**src/core/clss_pkg.sv**
```systemverilog
// ****************************************************************
// Scan sequencer constants and types
// ****************************************************************
package clss_pkg;

  localparam int unsigned PIXEL_COUNT    = 1376;
  localparam int unsigned PRESCAN_CYCLES = 75;
  localparam int unsigned EOS_CYCLE_FULL = 1442;
  localparam int unsigned EOS_LEAD_FULL  = 9;
  localparam int unsigned PIX_W          = 11;
  localparam int unsigned CNT_W          = 12;

  localparam logic [1:0] RES_2400 = 2'h0;
  localparam logic [1:0] RES_1200 = 2'h1;
  localparam logic [1:0] RES_600  = 2'h2;
  localparam logic [1:0] RES_300  = 2'h3;

  typedef enum logic [1:0] {
    BIN_1 = 2'h0,
    BIN_2 = 2'h1,
    BIN_4 = 2'h2,
    BIN_8 = 2'h3
  } clss_bin_t;

  typedef struct packed {
    logic             valid;
    logic [PIX_W-1:0] first_pixel;
    logic [3:0]       group_size;
  } clss_pix_t;

endpackage : clss_pkg

```
**src/core/clss_scan_sequencer.sv**
```systemverilog
`timescale 1ns/1ns
`default_nettype none
// Operation
// - Start sampled on falling clock edge
// - 75 cycles pre-scan initialization after start
// - First sensor self-starts after 75 cycles
// - Later sensor waits for chain start pulse
// - End-of-scan pulse shortly before last pixel
// - Full mode end-of-scan at cycle 1442
// - Amplifier powered only while reading out
// - Straps select 2400/1200/600/300 dpi
// - 2400dpi: all 1376 pixels singly
// - 1200dpi: pixel pairs binned
// - 600dpi: groups of four binned
// - 300dpi: groups of eight binned
// - Readout time divided by the binning factor
// - Same clock for every resolution
// - New start aborts readout of stored pixels
module clss_scan_sequencer
  import clss_pkg::*;
#(
  parameter int unsigned PIXELS   = PIXEL_COUNT,
  parameter int unsigned PRESCAN  = PRESCAN_CYCLES,
  parameter int unsigned EOS_LEAD = EOS_LEAD_FULL
)(
  input  wire logic       i_mclk,
  input  wire logic       i_arst_n,
  input  wire logic       i_global_scan_start,
  input  wire logic       i_chain_start,
  input  wire logic       i_first_in_chain_select,
  input  wire logic       i_resolution_select_a,
  input  wire logic       i_resolution_select_b,
  output logic            o_end_of_scan,
  output logic            o_amp_power,
  output logic            o_prescan_active,
  output clss_pix_t       o_pixel
);

  typedef enum logic [1:0] {S_IDLE, S_PRESCAN, S_WAIT, S_READ} clss_state_t;

  clss_state_t      state_reg;
  logic             gstart_neg_reg;
  logic             gstart_seen_reg;
  logic [CNT_W-1:0] pre_cnt_reg;
  logic [PIX_W-1:0] pix_reg;
  logic [PIX_W-1:0] pix_next;
  logic             eos_reg;
  logic             valid_reg;
  logic [PIX_W-1:0] first_reg;
  logic [3:0]       group_reg;
  logic             prescan_done;
  clss_bin_t        bin;
  logic [3:0]       group_size;
  logic             start_pulse;
  logic             last_group;
  logic             eos_hit;

  // ****************************************************************
  // Resolution decode
  // ****************************************************************
  clss_res_decode u_dec (
    .i_resolution_select_a (i_resolution_select_a),
    .i_resolution_select_b (i_resolution_select_b),
    .o_bin                 (bin),
    .o_group_size          (group_size)
  );

  // ****************************************************************
  // Start capture
  // ****************************************************************
  // Falling edge capture, then moved to the rising domain
  always_ff @(negedge i_mclk or negedge i_arst_n) begin
    if (!i_arst_n) begin
      gstart_neg_reg <= 1'b0;
    end else begin
      gstart_neg_reg <= i_global_scan_start;
    end
  end

  always_ff @(posedge i_mclk or negedge i_arst_n) begin
    if (!i_arst_n) begin
      gstart_seen_reg <= 1'b0;
    end else begin
      gstart_seen_reg <= gstart_neg_reg;
    end
  end

  // Rising edge of the sampled start; a held level starts only once
  assign start_pulse = gstart_neg_reg && !gstart_seen_reg;

  // ****************************************************************
  // Pixel pointer arithmetic
  // ****************************************************************
  function automatic logic [PIX_W-1:0] step(input logic [PIX_W-1:0] p,
                                             input logic [3:0] g);
    step = PIX_W'(p + PIX_W'(g));
  endfunction : step

  // Pixels not yet shifted out, seen from the pointer
  function automatic logic [PIX_W-1:0] remaining(input logic [PIX_W-1:0] p);
    remaining = PIX_W'(PIXELS) - p;
  endfunction : remaining

  assign pix_next   = step(pix_reg, group_size);
  assign last_group = remaining(pix_reg) <= PIX_W'(group_size);
  // End of scan lead fixed in output slots, so scaled up in pixels by binning so the hand-over
  // stays gapless at every resolution
  assign eos_hit    = remaining(pix_reg)
                      == PIX_W'((EOS_LEAD + 1) << bin);

  // ****************************************************************
  // Prescan counter
  // ****************************************************************
  // Counts only in the init phase; a new start clears it mid-line
  always_ff @(posedge i_mclk or negedge i_arst_n) begin
    if (!i_arst_n) begin
      pre_cnt_reg <= '0;
    end else if (start_pulse) begin
      pre_cnt_reg <= '0;
    end else if (state_reg == S_PRESCAN) begin
      pre_cnt_reg <= CNT_W'(pre_cnt_reg + 1'b1);
    end
  end

  assign prescan_done = (pre_cnt_reg == CNT_W'(PRESCAN - 1));

  // ****************************************************************
  // Sequencer
  // ****************************************************************
  always_ff @(posedge i_mclk or negedge i_arst_n) begin
    if (!i_arst_n) begin
      state_reg <= S_IDLE;
    end else if (start_pulse) begin
      state_reg <= S_PRESCAN;
    end else begin
      unique case (state_reg)
        S_IDLE: begin
          state_reg <= S_IDLE;
        end
        S_PRESCAN: begin
          if (prescan_done) begin
            if (i_first_in_chain_select) begin
              state_reg <= S_READ;
            end else begin
              state_reg <= S_WAIT;
            end
          end
        end
        S_WAIT: begin
          if (i_chain_start) begin
            state_reg <= S_READ;
          end
        end
        S_READ: begin
          if (last_group) begin
            state_reg <= S_IDLE;
          end
        end
      endcase
    end
  end

  // ****************************************************************
  // Pixel pointer
  // ****************************************************************
  // Parked at zero outside readout so every line starts on pixel one
  always_ff @(posedge i_mclk or negedge i_arst_n) begin
    if (!i_arst_n) begin
      pix_reg <= '0;
    end else if (start_pulse || (state_reg != S_READ)) begin
      pix_reg <= '0;
    end else begin
      pix_reg <= pix_next;
    end
  end

  // ****************************************************************
  // Outputs
  // ****************************************************************
  always_ff @(posedge i_mclk or negedge i_arst_n) begin
    if (!i_arst_n) begin
      eos_reg <= 1'h0;
    end else begin
      eos_reg <= (state_reg == S_READ) && eos_hit;
    end
  end

  // A new start aborts readout: the pointer clears and prescan restarts
  always_ff @(posedge i_mclk or negedge i_arst_n) begin
    if (!i_arst_n) begin
      valid_reg <= 1'h0;
    end else begin
      valid_reg <= (state_reg == S_READ);
    end
  end

  always_ff @(posedge i_mclk or negedge i_arst_n) begin
    if (!i_arst_n) begin
      first_reg <= '0;
    end else begin
      first_reg <= pix_reg;
    end
  end

  always_ff @(posedge i_mclk or negedge i_arst_n) begin
    if (!i_arst_n) begin
      group_reg <= '0;
    end else begin
      group_reg <= group_size;
    end
  end

  assign o_end_of_scan    = eos_reg;
  assign o_amp_power      = valid_reg;
  assign o_prescan_active = (state_reg == S_PRESCAN);
  assign o_pixel          = '{valid: valid_reg, first_pixel: first_reg, group_size: group_reg};

endmodule : clss_scan_sequencer
`default_nettype wire

```
**src/core/clss_res_decode.sv**
```systemverilog
`timescale 1ns/1ns
`default_nettype none
// ****************************************************************
// Resolution strap decoder
// ****************************************************************
module clss_res_decode
  import clss_pkg::*;
(
  input  wire logic       i_resolution_select_a,
  input  wire logic       i_resolution_select_b,
  output clss_bin_t       o_bin,
  output logic [3:0]      o_group_size
);

  logic [1:0] sel;

  assign sel = {i_resolution_select_a, i_resolution_select_b};

  always_comb begin
    unique case (sel)
      RES_2400: o_bin = BIN_1;
      RES_1200: o_bin = BIN_2;
      RES_600:  o_bin = BIN_4;
      default:  o_bin = BIN_8;
    endcase
  end

  assign o_group_size = 4'(4'h1 << o_bin);

endmodule : clss_res_decode
`default_nettype wire

```
**config.mk**
```make
export PLATFORM = sky130hd
export DESIGN_NAME = clss_scan_sequencer
export DESIGN_NICKNAME = d
export VERILOG_FILES = /design/src/core/clss_pkg.sv /design/src/core/clss_scan_sequencer.sv /design/src/core/clss_res_decode.sv
export SDC_FILE = /design/constraint.sdc
export NUM_CORES = 1
export LEC_CHECK = 0
export ABC_AREA = 1
export BUFFER_PORTS_ARGS = -buffer_cell sky130_fd_sc_hd__buf_2
export CAP_MARGIN = 5
export CORE_MARGIN = 1.5
export CORE_UTILIZATION = 55
export DETAILED_ROUTE_END_ITERATION = 8
export PLACE_DENSITY = 0.78
export SLEW_MARGIN = 20
export SYNTH_ARGS = -nofsm -noshare
export SYNTH_HDL_FRONTEND = slang
export SYNTH_SLANG_ARGS = --single-unit
```
**constraint.sdc**
```tcl
create_clock -name i_mclk -period 2.4 [get_ports i_mclk]
set_clock_uncertainty 0.05 [all_clocks]
set_input_delay 0.24 -clock i_mclk [delete_from_list [all_inputs] [get_ports i_mclk]]
set_output_delay 0.24 -clock i_mclk [all_outputs]
set_load 0.01 [all_outputs]
```
==> impl_metrics.yaml, run 1 <==
pwr:
  clkPwrFrac: 0.271
  p_comb_frac: 0.261
  ir_worst_vdd_mv: 0.4219
  p_int_mw: 1.237
  p_leak_nw: 1.435
  p_sw_frac: 0.3211
  switching_power_mw: 0.5853
  power_frac_seq: 0.469
  powerDensity_mw_per_mm2: 668.2
drt:
  vias: 1969
  drt_iter0_drc: 146
  routed_wl_microns: 4804
  via_per_inst: 5.195
  drc_errors: 0
  antenna_left: 0
  firstDrtPassIters: 4
  avgRoutedWirePerCell_microns: 12.68
cells_and_area:
  syn_to_final_growth_pct: 16.14
  instances_no_fill: 379
  drive_gt1_frac: 0.2067
  mostFrequentLayoutCell: "nand2_1"
  largest_register_ff_count: 12
  fin_area_sq_mm: 0.002728
  antenna_cells: 0
  layout.nets: 351
  mostFrequentLayoutCells: "nand2_1 (61), dfrtp_1 (42), inv_1 (38)"
setup_path:
  end_kind: "register"
  critPathRequiredTime_ns: 2.59
  worstRegToRegCells: 7
  crit_cells: 7
  cp_max_fo: 7
  max_stage_delay_ns: 0.42
  worstPathArrival_ns: 2.59
  crit_chain: "inv_2 -> nor2_4 -> clkinv_4 -> buf_4 -> o21ai_1 -> nand3_1 -> nand2_1"
  startpoint_type: "register"
  crit_type: "register to register"
  cp_slowest_cell: "dfrtn_1"
  crit_buf_inv: 3
  critPathTopFamily: "flip-flops"
timing:
  rsz0062_at_grt: "yes"
  fin_ws_ns: -0.004200
  finalHoldViolCount: 33
  tightest_slew_ns: 0.5313
  finalSetupViolCount: 2
  maxSlewViolCount: 0
  holdWs_ns: -0.01006
  setup_tns_ns: -0.008003
  maxSlewHeadroom: 0.6458
synthesis:
  syn_inst: 289
  netlist.area_leader.share: 0.4582
  syn-cell-area_sq_mm: 0.002349
  syn_nets: 311
  ys_async_sr_fraction: 1.000
  synth-seq-cells: 44
  yosysTopAreaCell: "dfrtp_1"
  yosysWarningCount: 0
  syn_avg_cell_area_sq_um: 8.126
  synth_edf_count: 0
  synthTopCellsByArea: "dfrtp_1 (46%), nand2_1 (11%), ha_1 (7.5%), inv_1 (6.7%), nor2_1 (5.4%)"
  synth_seq_area_share: 0.4688
  ys_types: 29
  synthFlopType: "dfrtp_1"
flow_run:
  maxCapViolCount: 0
min_path:
  min_path_type: "input port to async pin"
floorplan:
  die_area_sq_mm: 0.004671
  start_util: 0.5788
  fp.dieH_microns: 68.35
  die_w_microns: 68.35
  core-area_sq_mm: 0.004058
  num_rows: 23
  io_pins: 26
outcome:
  outcome: "finished with violations"
  violations: "negative hold slack, negative setup slack"
cts:
  cts_tree: "built"
  clockRootBuffer: "clkbuf_8"
  clk_latency_ns: 0.29
  clk_path_buf_depth: 2
  cts.sinks: 44
  cts_made_buffers: 5
  htree_levels: 2
  clk_pin_slew_ns: 0.08
place:
  dp_hpwl_microns: 3486
  place.gp.congestion: 0.8402
  place_inst: 366
  place_area_sq_mm: 0.002560
  port_buffers: 25
global_routing:
  grt_max_degree: 44
  grt_pass1_vias: 1901
  antenna_found_initial: 0
  grt_util_all_layers: 0.2323
  gr-total-overflow: 0
  grt_pass1_wl_microns: 8128
-- power groups by stage --
stage / combinational (mW) / sequential, mW / clock, mW
2_1_floorplan: 0.329 / 0.861 / 0
3_3_place_gp: 0.423 / 0.864 / 0
3_5_place_dp: 0.439 / 0.865 / 0
4_1_cts: 0.443 / 0.851 / 0.504
5_1_grt: 0.547 / 0.861 / 0.527
6_report: 0.475 / 0.854 / 0.494
-- Yosys cell counts (all sizes together) (2+ instances only) --
cell type and count:
nand2 70, inv 44, dfrtp 43, nor2 38
a21oi 20, nand3 20, o21ai 16, ha 14
nor3 9, xor2 3, a211oi 2, and3 2
buf 2
-- metrics by stage --
step                setup slack (ns)  total power, mW  utilization  hold slack [ns]
floorplan                   -0.03761            1.189            -          -0.1056
global placement             0.05967            1.287       0.6309           0.3384
detailed placement          0.005270            1.304       0.6309           0.3359
CTS                          0.02040            1.797       0.6546          0.01386
global route                -0.07236            1.935       0.6722          0.05653
finish                     -0.004200            1.823       0.6722         -0.01006
-- final timing paths --
check                      slack [ns]                      from                  endpoint
max                            -0.004  gstart_neg_reg$_DFF_NN0_  state_reg[0]$_DFFE_PN0P_
min                             -0.01                  i_arst_n    first_reg[1]$_DFF_PN0_
max reg2reg                    -0.004  gstart_neg_reg$_DFF_NN0_  state_reg[0]$_DFFE_PN0P_
min reg2reg                      0.38      pix_reg[0]$_DFF_PN0_    first_reg[0]$_DFF_PN0_
max in group asynchronous        1.42                  i_arst_n  gstart_neg_reg$_DFF_NN0_
min in group i_mclk              0.20     i_resolution_select_b    group_reg[2]$_DFF_PN0_
-- area by class of cell --
cell class                      instances  area, sq um
Multi-Input combinational cell        199         1094
Fill cell                             340         1330
Sequential cell                        44         1102
Inverter                               44        172.7
Tap cell                               50        62.56
Timing Repair Buffer                   35        200.2
Clock buffer                            7        96.34
-- repair_timing --
action                     CTS  global route
pin swaps                    1             3
setup endpoints to repair    1             3
gates resized for setup      0            12
hold endpoints to repair     0             0
setup buffers                0             7
hold buffers                 0             0
-- cell families (layout without fill, tap and decap cells) --
logic type                 after synthesis  after routing  synth area share
and+or+nand+nor                        142            142            0.2701
xor gates and xnor gates                 3              3           0.01119
buffers and inverters                   46             86           0.07832
AOI/OAI and AO/OA                       39             39           0.08844
DFF                                     44             44            0.4688
adders and majority gates               15             15           0.08311
-- per-layer routing --
metal  vias to the layer above  wire length (microns)  share of wire  track usage
met5                         -                      0              0            0
met4                         0                     55          0.011      0.09250
met3                         5                    193          0.040      0.03947
met2                        46                   2339           0.49       0.3920
met1                       919                   2215           0.46       0.2955
li1                        999                      -              -            -
Note: power is estimated with default switching activity, not from simulation.
==> run 2: changes to the inputs <==
--- a/config.mk
+++ b/config.mk
@@ -9,9 +9,9 @@
 export BUFFER_PORTS_ARGS = -buffer_cell sky130_fd_sc_hd__buf_2
 export CAP_MARGIN = 5
 export CORE_MARGIN = 1.5
-export CORE_UTILIZATION = 55
+export CORE_UTILIZATION = 52
 export DETAILED_ROUTE_END_ITERATION = 8
-export PLACE_DENSITY = 0.78
+export PLACE_DENSITY = 0.77
 export SLEW_MARGIN = 20
 export SYNTH_ARGS = -nofsm -noshare
 export SYNTH_HDL_FRONTEND = slang
==> constraint.sdc (replaced) <==
create_clock -name i_mclk -period 2.2 [get_ports i_mclk]
set_clock_uncertainty 0.05 [all_clocks]
set_input_delay 0.22 -clock i_mclk [delete_from_list [all_inputs] [get_ports i_mclk]]
set_output_delay 0.22 -clock i_mclk [all_outputs]
set_load 0.01 [all_outputs]
==> run 2 against run 1 <==
The run ends with negative setup slack left; clock-buffer cell count is 1 higher; critical path depth is 2 higher; core utilization decreased by 2.4 points; via count grew 0.51%; total power up 11%; first-iteration DRC count down 27%; register-to-register slack worse by 0.03 ns; wire length is 0.73% lower; largest cell class is now multi-input gates; highest routed layer unchanged.
==> impl_metrics.yaml, run 2 (synthesis results as in run 1) <==
outcome:
  outcome: "finished with violations"
  violations: "negative setup slack"
cells_and_area:
  mostFrequentLayoutCells: "nand2_1 (61), dfrtp_1 (43), inv_1 (38)"
  largest_register_ff_count: 12
  layout.nets: 359
  fin_area_sq_mm: 0.002824
  antenna_cells: 0
  drive_gt1_frac: 0.2396
  syn_to_final_growth_pct: 20.25
  mostFrequentLayoutCell: "nand2_1"
cts:
  cts_made_buffers: 5
  clockRootBuffer: "clkbuf_8"
  cts_tree: "built"
  clk_path_buf_depth: 2
  htree_levels: 2
  clk_pin_slew_ns: 0.08
  clk_latency_ns: 0.30
  cts.sinks: 44
pwr:
  ir_worst_vdd_mv: 0.3301
  p_leak_nw: 1.479
  powerDensity_mw_per_mm2: 716.6
  p_total_mw: 2.024
timing:
  tightest_slew_ns: 0.5438
  maxSlewHeadroom: 0.6374
  finalSetupViolCount: 6
  finalHoldViolCount: 0
  rsz0062_at_grt: "yes"
  holdWs_ns: 0.1393
  fin_ws_ns: -0.03167
  maxSlewViolCount: 0
min_path:
  whs_path_depth: 2
  min_path_type: "input port to register"
drt:
  route.layer.met1.wl_microns: 2204
  met3_length_microns: 152
  wl_met2_microns: 2359
  via_per_inst: 5.074
  avgRoutedWirePerCell_microns: 12.23
  topRoutingLayerUsed: "met4"
  drt_iter0_drc: 106
  vias: 1979
  drc_errors: 0
  firstDrtPassIters: 4
  routed_wl_microns: 4769
  antenna_left: 0
floorplan:
  start_util: 0.5394
  fp.dieH_microns: 70.21
  num_rows: 24
  core-area_sq_mm: 0.004354
  die_area_sq_mm: 0.004929
  io_pins: 26
  die_w_microns: 70.21
setup_path:
  end_kind: "register"
  startpoint_type: "register"
  worstRegToRegCells: 9
  worstPathArrival_ns: 2.38
  critPathRequiredTime_ns: 2.34
  crit_type: "register to register"
  cp_max_fo: 4
place:
  place.gp.congestion: 0.8731
  dp_hpwl_microns: 3499
  place_area_sq_mm: 0.002645
  port_buffers: 25
global_routing:
  antenna_found_initial: 0
  grt_util_all_layers: 0.2097
  grt_max_degree: 44
  grt_pass1_vias: 1921
  gr-total-overflow: 0
  grt_pass1_wl_microns: 8273
flow_run:
  maxCapViolCount: 0
run 2: cell count changes in the layout (fill, tap and decap cells not counted), moves of 2 or more:
cell / delta
o21ai_2: +2
o21ai_1: -2
ha_1: -2
buf_4: +7
run 2: worst paths after layout:
path	slack, ns	endpoint	start
min in group asynchronous	0.49	group_reg[0]$_DFF_PN0_	i_arst_n
min	0.14	group_reg[2]$_DFF_PN0_	i_resolution_select_b
max in group asynchronous	0.81	gstart_neg_reg$_DFF_NN0_	i_arst_n
max	-0.03	state_reg[0]$_DFFE_PN0P_	gstart_neg_reg$_DFF_NN0_
max reg2reg	-0.03	state_reg[0]$_DFFE_PN0P_	gstart_neg_reg$_DFF_NN0_
min reg2reg	0.38	first_reg[0]$_DFF_PN0_	pix_reg[0]$_DFF_PN0_
run 2: layer usage:
| layer | vias up | GRT usage |
|---|---|---|
| met3 | 6 | 0.04040 |
| met2 | 32 | 0.3492 |
| met5 | - | 0 |
| li1 | 1020 | - |
| met1 | 921 | 0.2699 |
| met4 | 0 | 0.08333 |
run 2: layout make-up:
type	instances	area [sq um]
multi-input cells	199	1125
well taps	52	65.06
inverters	44	170.2
fillers	371	1530
clock buffers	8	100.1
flip-flops and latches	44	1101
repair buffers	43	262.8
run 2: power breakdown:
part	switching, mW	leakage (nW)	internal, mW	total [mW]
logic	0.321	0.829	0.231	0.552
clock network	0.262	0.0515	0.287	0.548
registers	0.0554	0.599	0.868	0.923
run 2: repair_timing:
| item | 4_1_cts | 5_1_grt |
|---|---|---|
| setup endpoints to repair | 14 | 19 |
| hold buffers | 1 | 0 |
| pin swaps | 2 | 5 |
| setup buffers | 0 | 2 |
| resized for setup | 4 | 12 |
| hold endpoints to repair | 43 | 0 |
| cloned | 0 | 0 |
run 2: critical path, cell delays in order (launching register included):
cell	delay (ns)
dfrtn_1	0.42
inv_2	0.05
nor2_4	0.11
inv_4	0.06
nand2_4	0.08
inv_4	0.04
nand2_4	0.07
nand2_2	0.05
nand2_1	0.05
nand2_1	0.05
run 2: stage by stage:
step | utilization | worst slack (ns) | setup TNS [ns] | std cells
3_3_place_gp | 0.6075 | -0.01782 | -0.03409 | 379
3_5_place_dp | 0.6075 | -0.06332 | -0.2241 | 379
2_1_floorplan | - | -0.1376 | -0.3875 | 289
6_report | 0.6486 | -0.03167 | -0.09143 | 390
5_1_grt | 0.6486 | -0.1989 | -1.301 | 390
4_1_cts | 0.6362 | -0.02844 | -0.1636 | 388
==> run 3: changes to the inputs <==
--- a/config.mk
+++ b/config.mk
@@ -8,10 +8,12 @@
 export ABC_AREA = 1
 export BUFFER_PORTS_ARGS = -buffer_cell sky130_fd_sc_hd__buf_2
 export CAP_MARGIN = 5
-export CORE_MARGIN = 1.5
-export CORE_UTILIZATION = 52
+export CELL_PAD_IN_SITES_DETAIL_PLACEMENT = 2
+export CELL_PAD_IN_SITES_GLOBAL_PLACEMENT = 2
+export CORE_MARGIN = 10
+export CORE_UTILIZATION = 37
 export DETAILED_ROUTE_END_ITERATION = 8
-export PLACE_DENSITY = 0.77
+export PLACE_DENSITY = 0.85
 export SLEW_MARGIN = 20
 export SYNTH_ARGS = -nofsm -noshare
 export SYNTH_HDL_FRONTEND = slang
==> constraint.sdc (replaced) <==
create_clock -name i_mclk -period 2.57 [get_ports i_mclk]
set_clock_uncertainty 0.05 [all_clocks]
set_input_delay 0.257 -clock i_mclk [delete_from_list [all_inputs] [get_ports i_mclk]]
set_output_delay 0.257 -clock i_mclk [all_outputs]
set_load 0.01 [all_outputs]
==> run 3 against run 2 <==
Register-to-register slack gained 0.08 ns; the run now ends clean; first-iteration DRC count is 74% lower; core utilization is 19 points lower; non-clock buffer count decreased by 7; sequential share of layout area increased by 0.69 points; total power is 11% lower; die area increased by 100%; setup slack better by 0.077 ns.
==> impl_metrics.yaml, run 3 (synthesis results as in run 1) <==
outcome:
  outcome: "finished, final reports clean"
drt:
  drc_errors: 0
  drt_iter0_drc: 28
  via_per_inst: 5.259
  avgRoutedWirePerCell_microns: 18.74
  antenna_left: 0
  firstDrtPassIters: 4
  routed_wl_microns: 7607
  vias: 2135
cts:
  clk_pin_slew_ns: 0.09
  cts.sinks: 44
  cts_made_buffers: 5
  clk_latency_ns: 0.30
  htree_levels: 2
  clk_path_buf_depth: 2
  cts_tree: "built"
  clockRootBuffer: "clkbuf_8"
setup_path:
  r2r_slack_ns: 0.04
  end_kind: "register"
  reg2reg_from: "gstart_neg_reg$_DFF_NN0_"
  worstRegToRegCells: 9
  cp_max_fo: 9
  startpoint_type: "register"
  worstPathArrival_ns: 2.67
  critPathRequiredTime_ns: 2.71
  crit_start: "gstart_neg_reg$_DFF_NN0_"
  crit_type: "register to register"
global_routing:
  gr-total-overflow: 0
  grt_util_all_layers: 0.1568
  grt_pass1_wl_microns: 12650
  grt_max_degree: 44
  antenna_found_initial: 0
  grt_pass1_vias: 2383
timing:
  finalSetupViolCount: 0
  holdWs_ns: 0.009307
  finalHoldViolCount: 0
  tightest_slew_ns: 0.5737
  maxSlewHeadroom: 0.6176
  rsz0062_at_grt: "yes"
  maxSlewViolCount: 0
cells_and_area:
  layout.nets: 352
  syn_to_final_growth_pct: 18.27
  antenna_cells: 0
  largest_register_ff_count: 12
  regArea_sq_mm: 0.001102
  drive_gt1_frac: 0.2085
  mostFrequentLayoutCell: "nand2_1"
  nFillCells: 695
  multiInputGateArea_sq_mm: 0.001099
  mostFrequentLayoutCells: "nand2_1 (63), dfrtp_1 (42), inv_1 (39)"
floorplan:
  num_rows: 28
  core-area_sq_mm: 0.006026
  die_area_sq_mm: 0.009934
  fp.dieH_microns: 99.67
  die_w_microns: 99.67
  start_util: 0.3897
  io_pins: 26
pwr:
  ir_worst_vdd_mv: 0.3711
  p_leak_nw: 1.453
  p_total_mw: 1.811
  powerDensity_mw_per_mm2: 651.9
place:
  port_buffers: 25
  place.gp.congestion: 0.7757
  dp_hpwl_microns: 5233
flow_run:
  maxCapViolCount: 0
min_path:
  min_path_type: "input port to async pin"
-- run 3: power breakdown --
| part | leakage, nW | total (mW) | internal [mW] | switching, mW |
|---|---|---|---|---|
| clock network | 0.0552 | 0.541 | 0.289 | 0.252 |
| logic | 0.800 | 0.471 | 0.170 | 0.300 |
| registers | 0.598 | 0.799 | 0.743 | 0.0555 |
| total | 1.45 | 1.81 | 1.20 | 0.608 |
-- run 3: worst paths after layout --
kind | endpoint
setup / recovery | state_reg[0]$_DFFE_PN0P_
setup reg to reg | state_reg[0]$_DFFE_PN0P_
min in group i_mclk | group_reg[2]$_DFF_PN0_
hold / removal | pre_cnt_reg[8]$_DFFE_PN0P_
max in group asynchronous | gstart_neg_reg$_DFF_NN0_
hold reg to reg | first_reg[0]$_DFF_PN0_
-- run 3: per-stage QoR --
| stage | cell area (sq um) | utilization | setup slack (ns) | setup TNS (ns) | std cells |
|---|---|---|---|---|---|
| 5_1_grt | 2778 | 0.4610 | -0.04407 | -0.1012 | 406 |
| 3_3_place_gp | 2619 | 0.4346 | 0.08230 | 0 | 395 |
| 2_1_floorplan | 2359 | - | 0.002580 | 0 | 289 |
| 3_5_place_dp | 2619 | 0.4346 | -0.02331 | -0.02331 | 395 |
| 6_report | 2778 | 0.4610 | 0.04490 | 0 | 406 |
| 4_1_cts | 2729 | 0.4529 | 0.005467 | 0 | 403 |
-- run 3: area by class of cell --
| cell class | instances | area share |
|---|---|---|
| Sequential cell | 44 | 0.3968 |
| Tap cell | 75 | 0.03378 |
| Timing Repair Buffer | 36 | 0.07477 |
| Multi-Input combinational cell | 199 | 0.3955 |
| Clock inverter | 2 | 0.01261 |
| Inverter | 44 | 0.06036 |
| Clock buffer | 6 | 0.02613 |
-- run 3: what timing repair did --
item / CTS / global route
resized for setup: 1 / 10
hold buffers: 0 / 0
buffers inserted: 0 / 3
pin swaps: 1 / 2
setup endpoints to repair: 2 / 5
-- run 3: metal layers --
layer	GRT usage	part of all wire
met2	0.2872	0.54
met1	0.1808	0.41
met3	0.02768	0.033
met5	0	0
met4	0.04300	0.011
-- run 3: worst max-delay path, cell delays in order (launching register included) --
cell and delay [ns]:
dfrtn_1 0.43, inv_1 0.07, nor2_4 0.13, inv_4 0.07, nand2_4 0.08, inv_2 0.06
nand2_4 0.08, nand2_2 0.06, nand2_1 0.06, nand2_1 0.05
